$ cat src/shared/quadrature_digital_upconverter_defines.svh
// Purpose: constants of the quadrature digital upconverter datapath
// Assumes: 125 MHz system clock
// Notes: timing and width figures only; types live in the package
`ifndef QUADRATURE_DIGITAL_UPCONVERTER_DEFINES_SVH
`define QUADRATURE_DIGITAL_UPCONVERTER_DEFINES_SVH
// ==================================================
// widths
`define QUADRATURE_DIGITAL_UPCONVERTER_IQ_W 16
`define QUADRATURE_DIGITAL_UPCONVERTER_FTW_W 32
`define QUADRATURE_DIGITAL_UPCONVERTER_PHASE_W 32
`define QUADRATURE_DIGITAL_UPCONVERTER_LUT_BITS 6
`define QUADRATURE_DIGITAL_UPCONVERTER_SCALE_W 8
`define QUADRATURE_DIGITAL_UPCONVERTER_SCALE_ONE 8'h80
// ==================================================
// rates
`define QUADRATURE_DIGITAL_UPCONVERTER_CLK_MHZ 125
`define QUADRATURE_DIGITAL_UPCONVERTER_MAX_CLK_MHZ 1000
`define QUADRATURE_DIGITAL_UPCONVERTER_MAX_WORD_MSPS 250
// cycles of ready per input word: words arrive no faster than one per clock
`define QUADRATURE_DIGITAL_UPCONVERTER_WORD_CYCLES ((`QUADRATURE_DIGITAL_UPCONVERTER_CLK_MHZ + `QUADRATURE_DIGITAL_UPCONVERTER_MAX_WORD_MSPS - 1) / `QUADRATURE_DIGITAL_UPCONVERTER_MAX_WORD_MSPS)
// ==================================================
// interpolation: two half-band stages (x2 each) then comb-integrator x R
`define QUADRATURE_DIGITAL_UPCONVERTER_HB_STAGES 2
`define QUADRATURE_DIGITAL_UPCONVERTER_CIC_RATE 4
`endif

$ cat src/shared/quadrature_digital_upconverter_pkg.sv
// Purpose: shared types of the upconverter
// Assumes: quadrature_digital_upconverter_defines.svh constants
// Notes: sample pair travels as one packed struct
`include "quadrature_digital_upconverter_defines.svh"
package quadrature_digital_upconverter_pkg;
   // ==================================================
   // baseband pair
   typedef struct packed {
      logic signed [`QUADRATURE_DIGITAL_UPCONVERTER_IQ_W-1:0] i;
      logic signed [`QUADRATURE_DIGITAL_UPCONVERTER_IQ_W-1:0] q;
   } quadrature_digital_upconverter_iq_t;
   // ==================================================
   // input word framing
   typedef enum logic [0:0] {
      QUADRATURE_DIGITAL_UPCONVERTER_WANT_I = 1'b0,
      QUADRATURE_DIGITAL_UPCONVERTER_WANT_Q = 1'b1
   } quadrature_digital_upconverter_slot_t;
endpackage
$ cat src/logic/quadrature_digital_upconverter_interp.sv
// Purpose: half-band cascade then comb-integrator interpolator for one rail
// Assumes: in_valid at most once per OUT_RATE cycles; output one sample per clock
// Notes: half-bands are short zero-stuff plus [1 2 1]/2 smoothing sections
`timescale 1ns/1ps
`include "quadrature_digital_upconverter_defines.svh"
module quadrature_digital_upconverter_interp
   import quadrature_digital_upconverter_pkg::*;
#(
   parameter int W = `QUADRATURE_DIGITAL_UPCONVERTER_IQ_W,
   parameter int HB = `QUADRATURE_DIGITAL_UPCONVERTER_HB_STAGES,
   parameter int CIC_R = `QUADRATURE_DIGITAL_UPCONVERTER_CIC_RATE
) (
   input wire logic sys_clk, // system clock
   input wire logic rst_n, // async reset, active low
   input wire logic in_valid, // new baseband sample
   input wire logic signed [W-1:0] in_data, // baseband sample
   output logic signed [W-1:0] out_data // interpolated sample, every clock
);
   localparam int OUT_RATE = CIC_R << HB;
   localparam int CW = W + 2 + $clog2(OUT_RATE);
   initial begin
      if (HB < 1 || CIC_R < 2 || (CIC_R & (CIC_R - 1)) != 0)
         $error("quadrature_digital_upconverter_interp: bad interpolation setup");
   end
   // ==================================================
   // half-band chain: each stage doubles rate via a strobe phase
   logic [$clog2(OUT_RATE)-1:0] ph_q, ph_d;
   logic signed [W-1:0] st [0:HB];
   logic signed [W-1:0] hb_q [1:HB];
   logic signed [W-1:0] hbp_q [1:HB];
   logic signed [W-1:0] hb_d [1:HB];
   logic signed [W-1:0] hbp_d [1:HB];
   assign st[0] = in_data;
   always_comb begin
      ph_d = in_valid ? '0 : ph_q + 1'b1;
   end
   genvar g;
   generate
      for (g = 1; g <= HB; g++) begin : g_hb
         localparam int STEP = OUT_RATE >> g;
         logic signed [W+1:0] acc;
         always_comb begin
            hb_d[g] = hb_q[g];
            hbp_d[g] = hbp_q[g];
            acc = '0;
            if (ph_q % STEP == 0) begin
               // even phase carries the new sample, odd phase the midpoint
               if ((ph_q / STEP) % 2 == 0) begin
                  hbp_d[g] = st[g-1];
                  acc = {{2{st[g-1][W-1]}}, st[g-1]};
               end else begin
                  acc = {{2{hbp_q[g][W-1]}}, hbp_q[g]} + {{2{st[g-1][W-1]}}, st[g-1]};
                  acc = acc >>> 1;
               end
               hb_d[g] = acc[W-1:0];
            end
         end
         always_ff @(posedge sys_clk or negedge rst_n) begin
            if (!rst_n) begin
               hb_q[g] <= '0;
               hbp_q[g] <= '0;
            end else begin
               hb_q[g] <= hb_d[g];
               hbp_q[g] <= hbp_d[g];
            end
         end
         assign st[g] = hb_q[g];
      end
   endgenerate
   // ==================================================
   // comb at the half-band rate, integrator at full rate, unity gain so no scaling applied
   logic signed [CW-1:0] comb_prev_q, comb_prev_d, comb_q, comb_d, integ_q, integ_d;
   always_comb begin
      comb_prev_d = comb_prev_q;
      comb_d = comb_q;
      if (ph_q % CIC_R == 0) begin
         comb_prev_d = CW'(st[HB]);
         comb_d = CW'(st[HB]) - comb_prev_q;
      end
      integ_d = integ_q + ((ph_q % CIC_R == 0) ? comb_q : '0);
   end
   always_ff @(posedge sys_clk or negedge rst_n) begin
      if (!rst_n) begin
         ph_q <= '0;
         comb_prev_q <= '0;
         comb_q <= '0;
         integ_q <= '0;
         out_data <= '0;
      end else begin
         ph_q <= ph_d;
         comb_prev_q <= comb_prev_d;
         comb_q <= comb_d;
         integ_q <= integ_d;
         out_data <= integ_q[W-1:0];
      end
   end
endmodule

$ cat src/logic/quadrature_digital_upconverter_top.sv
// Contract
// source sends I then Q words, 250 Mword/s max
// half-band cascade then comb-integrator interpolation
// 32-bit tuned oscillator gives cosine and sine
// modulator outputs real carrier at oscillator frequency
// inverse-sinc correction, selectable or bypassed
// programmable amplitude scale before converter
// post-interpolation path runs every system clock
// retune of frequency and phase takes effect quickly
// accumulator adds tuning word modulo 2^32 each clock
//
// Purpose: quadrature digital upconverter transmit datapath
// Assumes: interleaved words from logic on sys_clk; no register bus
// Notes: oscillator uses a quarter-wave-free 64-entry sine table
`timescale 1ns/1ps
`include "quadrature_digital_upconverter_defines.svh"
module quadrature_digital_upconverter_top
   import quadrature_digital_upconverter_pkg::*;
#(
   parameter int W = `QUADRATURE_DIGITAL_UPCONVERTER_IQ_W,
   parameter int SW = `QUADRATURE_DIGITAL_UPCONVERTER_SCALE_W
) (
   input wire logic sys_clk, // system clock
   input wire logic rst_n, // async reset, active low
   input wire logic word_valid, // baseband word present
   input wire logic signed [W-1:0] word_data, // I or Q word
   output logic word_ready, // word taken this cycle
   output logic word_slot_q, // 1 when next word taken is Q
   input wire logic [`QUADRATURE_DIGITAL_UPCONVERTER_FTW_W-1:0] tune_word, // oscillator tuning word
   input wire logic [`QUADRATURE_DIGITAL_UPCONVERTER_PHASE_W-1:0] phase_offset, // oscillator phase offset
   input wire logic tune_load, // one-cycle strobe: apply tuning
   input wire logic isinc_en, // enable inverse-sinc correction
   input wire logic [SW-1:0] amp_scale, // gain, 0x80 is unity
   output logic signed [W-1:0] dac_data // sample to converter
);
   localparam int RATE = `QUADRATURE_DIGITAL_UPCONVERTER_CIC_RATE << `QUADRATURE_DIGITAL_UPCONVERTER_HB_STAGES;
   localparam int GW = $clog2(RATE);
   initial begin
      if (W < 8 || SW < 2 || `QUADRATURE_DIGITAL_UPCONVERTER_CLK_MHZ > `QUADRATURE_DIGITAL_UPCONVERTER_MAX_CLK_MHZ)
         $error("quadrature_digital_upconverter_top: unsupported configuration");
   end
   // ==================================================
   // input framing: I word, then Q word, then a wait to the pair slot
   quadrature_digital_upconverter_slot_t slot_q, slot_d;
   logic [$clog2(RATE)-1:0] gap_q, gap_d;
   logic signed [W-1:0] ihold_q, ihold_d;
   quadrature_digital_upconverter_iq_t pair_q, pair_d;
   logic pair_v_q, pair_v_d;
   logic take;
   assign take = word_valid && word_ready;
   always_comb begin
      slot_d = slot_q;
      ihold_d = ihold_q;
      pair_d = pair_q;
      pair_v_d = 1'b0;
      gap_d = (gap_q != '0) ? gap_q - 1'b1 : gap_q;
      if (take) begin
         if (slot_q == QUADRATURE_DIGITAL_UPCONVERTER_WANT_I) begin
            ihold_d = word_data;
            slot_d = QUADRATURE_DIGITAL_UPCONVERTER_WANT_Q;
         end else begin
            pair_d.i = ihold_q;
            pair_d.q = word_data;
            pair_v_d = 1'b1;
            slot_d = QUADRATURE_DIGITAL_UPCONVERTER_WANT_I;
            gap_d = GW'(RATE - 2);
         end
      end
   end
   always_ff @(posedge sys_clk or negedge rst_n) begin
      if (!rst_n) begin
         slot_q <= QUADRATURE_DIGITAL_UPCONVERTER_WANT_I;
         gap_q <= '0;
         ihold_q <= '0;
         pair_q <= '0;
         pair_v_q <= 1'b0;
         word_ready <= 1'b0;
         word_slot_q <= 1'b0;
      end else begin
         slot_q <= slot_d;
         gap_q <= gap_d;
         ihold_q <= ihold_d;
         pair_q <= pair_d;
         pair_v_q <= pair_v_d;
         // one pair per RATE clocks keeps the interpolator phase aligned
         word_ready <= (gap_d == '0);
         word_slot_q <= (slot_d == QUADRATURE_DIGITAL_UPCONVERTER_WANT_Q);
      end
   end
   // ==================================================
   // interpolation per rail
   logic signed [W-1:0] up_i, up_q;
   quadrature_digital_upconverter_interp #(.W(W)) u_interp_i (
      .sys_clk(sys_clk), .rst_n(rst_n), .in_valid(pair_v_q),
      .in_data(pair_q.i), .out_data(up_i));
   quadrature_digital_upconverter_interp #(.W(W)) u_interp_q (
      .sys_clk(sys_clk), .rst_n(rst_n), .in_valid(pair_v_q),
      .in_data(pair_q.q), .out_data(up_q));
   // ==================================================
   // oscillator
   logic [`QUADRATURE_DIGITAL_UPCONVERTER_FTW_W-1:0] ftw_q, ftw_d;
   logic [`QUADRATURE_DIGITAL_UPCONVERTER_PHASE_W-1:0] pofs_q, pofs_d, acc_q, acc_d, ph;
   always_comb begin
      ftw_d = tune_load ? tune_word : ftw_q;
      pofs_d = tune_load ? phase_offset : pofs_q;
      acc_d = acc_q + ftw_q;
   end
   always_ff @(posedge sys_clk or negedge rst_n) begin
      if (!rst_n) begin
         ftw_q <= '0;
         pofs_q <= '0;
         acc_q <= '0;
      end else begin
         ftw_q <= ftw_d;
         pofs_q <= pofs_d;
         acc_q <= acc_d;
      end
   end
   assign ph = acc_q + pofs_q;
   function automatic logic signed [W-1:0] sin_lut(input logic [`QUADRATURE_DIGITAL_UPCONVERTER_LUT_BITS-1:0] a);
      real x;
      x = $sin(2.0 * 3.14159265358979 * a / 64.0) * (2.0 ** (W - 2) - 1.0);
      return W'($rtoi(x));
   endfunction
   logic signed [W-1:0] lut [0:63];
   generate
      for (genvar k = 0; k < 64; k++) begin : g_lut
         assign lut[k] = sin_lut(6'(k));
      end
   endgenerate
   logic [5:0] pi_idx;
   assign pi_idx = ph[`QUADRATURE_DIGITAL_UPCONVERTER_PHASE_W-1 -: `QUADRATURE_DIGITAL_UPCONVERTER_LUT_BITS];
   // ==================================================
   // modulator: I*cos - Q*sin, scaled back to W bits
   logic signed [W-1:0] cos_q, sin_q, mod_q, mod_d;
   logic signed [2*W:0] prod;
   always_comb begin
      // widen before multiplying so the product keeps all its bits
      prod = (2*W+1)'(up_i) * (2*W+1)'(cos_q) - (2*W+1)'(up_q) * (2*W+1)'(sin_q);
      mod_d = prod[2*W-1 -: W];
   end
   // ==================================================
   // inverse sinc: [-1 18 -1]/16 three-tap peaking, then scale
   logic signed [W-1:0] d1_q, d2_q, isx_q, isx_d, out_d;
   logic signed [W+5:0] tap;
   logic signed [W+SW:0] sc;
   always_comb begin
      tap = (W+6)'(18 * (W+6)'(d1_q) - (W+6)'(mod_q) - (W+6)'(d2_q));
      isx_d = isinc_en ? tap[W+3:4] : d1_q;
      sc = (W+SW+1)'(isx_q) * $signed({1'b0, amp_scale});
      out_d = sc[W+SW-2 -: W];
   end
   always_ff @(posedge sys_clk or negedge rst_n) begin
      if (!rst_n) begin
         cos_q <= '0;
         sin_q <= '0;
         mod_q <= '0;
         d1_q <= '0;
         d2_q <= '0;
         isx_q <= '0;
         dac_data <= '0;
      end else begin
         cos_q <= lut[6'(pi_idx + 6'h10)];
         sin_q <= lut[pi_idx];
         mod_q <= mod_d;
         d1_q <= mod_q;
         d2_q <= d1_q;
         isx_q <= isx_d;
         dac_data <= out_d;
      end
   end
endmodule

$ cat config.mk
export PLATFORM = sky130hd
export DESIGN_NAME = quadrature_digital_upconverter_top
export DESIGN_NICKNAME = d
export VERILOG_FILES = /design/src/shared/quadrature_digital_upconverter_pkg.sv /design/src/logic/quadrature_digital_upconverter_interp.sv /design/src/logic/quadrature_digital_upconverter_top.sv
export VERILOG_INCLUDE_DIRS = /design/src /design/src/shared
export SDC_FILE = /design/constraint.sdc
export NUM_CORES = 2
export LEC_CHECK = 0
export BUFFER_PORTS_ARGS = -buffer_cell sky130_fd_sc_hd__buf_2
export CORE_MARGIN = 8
export CORE_UTILIZATION = 23
export DETAILED_ROUTE_END_ITERATION = 7
export GPL_TIMING_DRIVEN = 1
export PLACE_DENSITY = 0.42
export SYNTH_ARGS = -nofsm -noshare
export SYNTH_HDL_FRONTEND = slang
export SYNTH_SLANG_ARGS = --single-unit
$ cat constraint.sdc
create_clock -name sys_clk -period 7.3 [get_ports sys_clk]
set_input_delay 1.46 -clock sys_clk [delete_from_list [all_inputs] [get_ports sys_clk]]
set_output_delay 1.46 -clock sys_clk [all_outputs]
set_load 0.02 [all_outputs]
==> results.yml <==
logic_synthesis:
  synth-async-reset-ratio: 1.00
  yosysWarnings: 0
  netlist_instances: 5317
  netlist_area_mm2: 0.0531
  synthFlopType: "sky130_fd_sc_hd__dfrtp_1"
  sequential_area_share_after_synthesis: 0.247
  synth-edff-count: 0
  yosysUniqueCellTypes: 84
  syn-num-nets: 6555
  syn-mean-instance-area_um2: 9.98
  number_of_synthesized_register_bits: 525
critical_path:
  critPathMaxFanout: 8
  path_depth: 24
  worst-path-buf-inv: 9
  critical_path_class: "reg -> reg"
  worst-r2r-cell-count: 24
  crit_chain: "buf_4, and2_1, buf_4, fa_1, inv_2, fa_1, inv_1, fa_1, buf_12, buf_4, fa_1, inv_1, fa_1, fa_1, fa_1, fa_1, inv_1, ha_1, and2_1, o21ai_0, o211ai_1, a31o_2, buf_4, xor2_1"
  critical-path-top-cell-by-count: "sky130_fd_sc_hd__fa_1"
  worstReg2RegEnd: "mod_q[14]"
  wp_data_arrival_ns: 7.64
  timing.critical_path.slowest_cell_delay_ns: 0.60
  crit_path_start: "cos_q[1]"
  worstReg2RegStart: "cos_q[1]"
  worstPathRequired_ns: 7.84
  critical_path.endpoint: "mod_q[14]"
  r2r_slack_ns: 0.20
  setup.worst_path.end_class: "register"
  critical_path.slowest_cell: "sky130_fd_sc_hd__fa_1"
  timing.critical_path.from_type: "register"
  worst_path_dominant_cell_family: "adder cells"
hold_path:
  worstHoldStart: "u_interp_i.integ_q[0]"
  hold_path_depth: 0
  min_path_type: "reg -> reg"
timing:
  number_of_endpoints_failing_setup_at_the_final_stage: 0
  fin_crit_ns: 7.10
  timing.fmax_ghz: 0.141
  report.final.slew_viol_count: 0
  final.period_utilization: 0.973
  accumulated_negative_setup_slack_ns: 0
  hold_viol: 0
  rsz0062_at_grt: "yes"
  worst_skew_ns: 0.0462
  worst_slew_margin_rel: 0.259
  tightestPinTransition_ns: 1.11
  whs_ns: 0.378
grt:
  grt_antenna_before_repair: 13
  grt_use_total: 0.106
  grt_pass1_vias: 38900
  grt_max_degree: 104
  grt_pass1_wl_um: 213000
  grt_remaining_overflow: 0
floorplan:
  die_ar_mm2: 0.246
  fp_rows: 176
  pin_count: 111
  chipHeight_um: 496
  core-area_mm2: 0.230
  chipWidth_um: 496
  initial_core_util: 0.231
flow_run:
  maxCapViolCount: 0
placement:
  placed_cells: 8475
  port_buffers: 110
  dpl.hpwl_um: 105000
  place_congestion: 0.819
cts:
  ctsRootBufferMaster: "sky130_fd_sc_hd__clkbuf_16"
  tritoncts_num_sinks: 525
  tritoncts: "done"
  cts-htree-levels: 3
  numCtsBuffers: 68
  clock_tree.buffer_depth: 3
  insertion_delay_of_the_later_clocked_pin_in_the_worst_skew_pair_ns: 0.68
  clk_transition_reported_paths_ns: 0.06
drt:
  via_per_inst: 4.18
  wirelength_um: 129000
  remaining_antenna_violation_count: 0
  first_iter_violations: 1349
  post_drt_wl_per_cell_um: 15.0
  drc_errors_left: 0
  first_pass_iters: 5
  routed-via-count: 35900
layout:
  nets: 6764
  drive_above_1_share: 0.128
  finish.utilization: 0.266
  area.growth.synth_to_final_pct: 14.9
  final-instance-count-excl-fill: 8606
  fillers: 24300
  area_taken_by_flip_flops_and_latches_mm2: 0.0132
  footprint_of_the_multi_input_gates_mm2: 0.0359
outcome:
  run_status: "complete, no violations"
==> synthesized netlist by cell type, drive strengths merged (95+ instances only) <==
| master | instances | area share |
|---|---|---|
| o21ai | 189 | 0.018 |
| nand2 | 482 | 0.034 |
| fa | 701 | 0.26 |
| nor2 | 220 | 0.016 |
| dfrtp | 525 | 0.25 |
| mux2 | 203 | 0.043 |
| mux2i | 95 | 0.018 |
| a21oi | 163 | 0.016 |
| clkbuf | 134 | 0.0095 |
| ha | 444 | 0.10 |
| and2 | 379 | 0.045 |
| xnor2 | 170 | 0.029 |
| inv | 915 | 0.065 |
==> final cells by class <==
type,count,area share
multi-input combinational,3704,0.589
tap,3026,0.0620
antenna,3,0.000123
clock inverter,32,0.00699
inverter,917,0.0564
clock buffer,89,0.0312
timing repair buffer,310,0.0385
sequential,525,0.216
==> per-stage QoR <==
step                      area [µm²]  worst slack, ns
after floorplan                53100            0.178
after global routing           61000          -0.0608
after global placement         58400           -0.409
after detailed placement       58400           -0.439
after CTS                      60800           0.0387
final                          61000            0.201
==> flip-flops by register name (all words and copies together), names as in the netlist, 32 cells and up <==
| register | cells |
|---|---|
| u_interp_i.hbp_q | 32 |
| acc_q | 32 |
| pofs_q | 32 |
| u_interp_q.hbp_q | 32 |
| ftw_q | 32 |
| u_interp_i.hb_q | 32 |
| pair_q | 32 |
| u_interp_q.hb_q | 32 |
==> cell families (layout without fill, tap and decap cells) <==
| group | after synthesis | in the layout | share of synthesized area |
|---|---|---|---|
| compound gates | 668 | 668 | 0.0809 |
| simple gates | 1378 | 1378 | 0.127 |
| other cells | 0 | 3 | 0 |
| xor+xnor | 215 | 215 | 0.0366 |
| buf+inv | 1088 | 1348 | 0.0784 |
| fa+ha+maj | 1145 | 1145 | 0.369 |
| flops | 525 | 525 | 0.247 |
| mux | 298 | 298 | 0.0610 |
==> per-layer routing <==
| metal | wire length, µm | share of wire | vias up | track usage |
|---|---|---|---|---|
| li1 | - | - | 17400 | - |
| met1 | 61400 | 0.48 | 17900 | 0.144 |
| met2 | 61000 | 0.47 | 421 | 0.180 |
| met4 | 2830 | 0.022 | 8 | 0.0255 |
| met3 | 3620 | 0.028 | 161 | 0.0132 |
| met5 | 57 | 0.00044 | - | 0 |
==> timing repair <==
item | in CTS | in global routing
resized for setup | 18 | 45
setup buffers | 1 | 7
setup endpoints to repair | 11 | 10
gates cloned | 0 | 0
hold buffers | 0 | 0
pin swaps | 6 | 18
==> placed cells by master (no fill, tap or decap), drive strengths merged, types with 27 or more instances in the layout <==
cell type / netlist / routed
nand3: 67 / 67
inv: 915 / 918
o21a: 31 / 31
o211ai: 27 / 27
a21o: 32 / 32
nand2: 482 / 482
and2: 379 / 379
a211oi: 36 / 36
mux2i: 95 / 95
nor2: 220 / 220
o21ai: 189 / 189
buf: 37 / 310
nand2b: 30 / 30
ha: 444 / 444
nor3: 70 / 70
xor2: 45 / 45
mux2: 203 / 203
fa: 701 / 701
dfrtp: 525 / 525
clkbuf: 134 / 89
a21oi: 163 / 163
nor2b: 61 / 61
xnor2: 170 / 170
==> worst reg2reg max path: cells and delay by family (launching register included) <==
family / cells / cell delay, ns
buffers and inverters: 9 / 0.98
AOI/OAI and AO/OA: 3 / 0.83
adders and majority gates: 9 / 4.29
and+or+nand+nor: 2 / 0.31
xor gates and xnor gates: 1 / 0.13
DFF: 1 / 0.46
==> how the worst min path moves through the flow <==
stage / slack [ns] / endpoint
5_1_grt: 0.40 / d1_q[0]
4_1_cts: 0.38 / u_interp_i.out_data[0]
3_5_place_dp: 0.37 / u_interp_i.out_data[0]
2_1_floorplan: 0.35 / d1_q[0]
3_3_place_gp: 0.37 / d1_q[2]
6_report: 0.38 / u_interp_i.out_data[0]
Power is not shown: default switching activity piles up to over one toggle a cycle in this logic, so the estimate is an artifact.
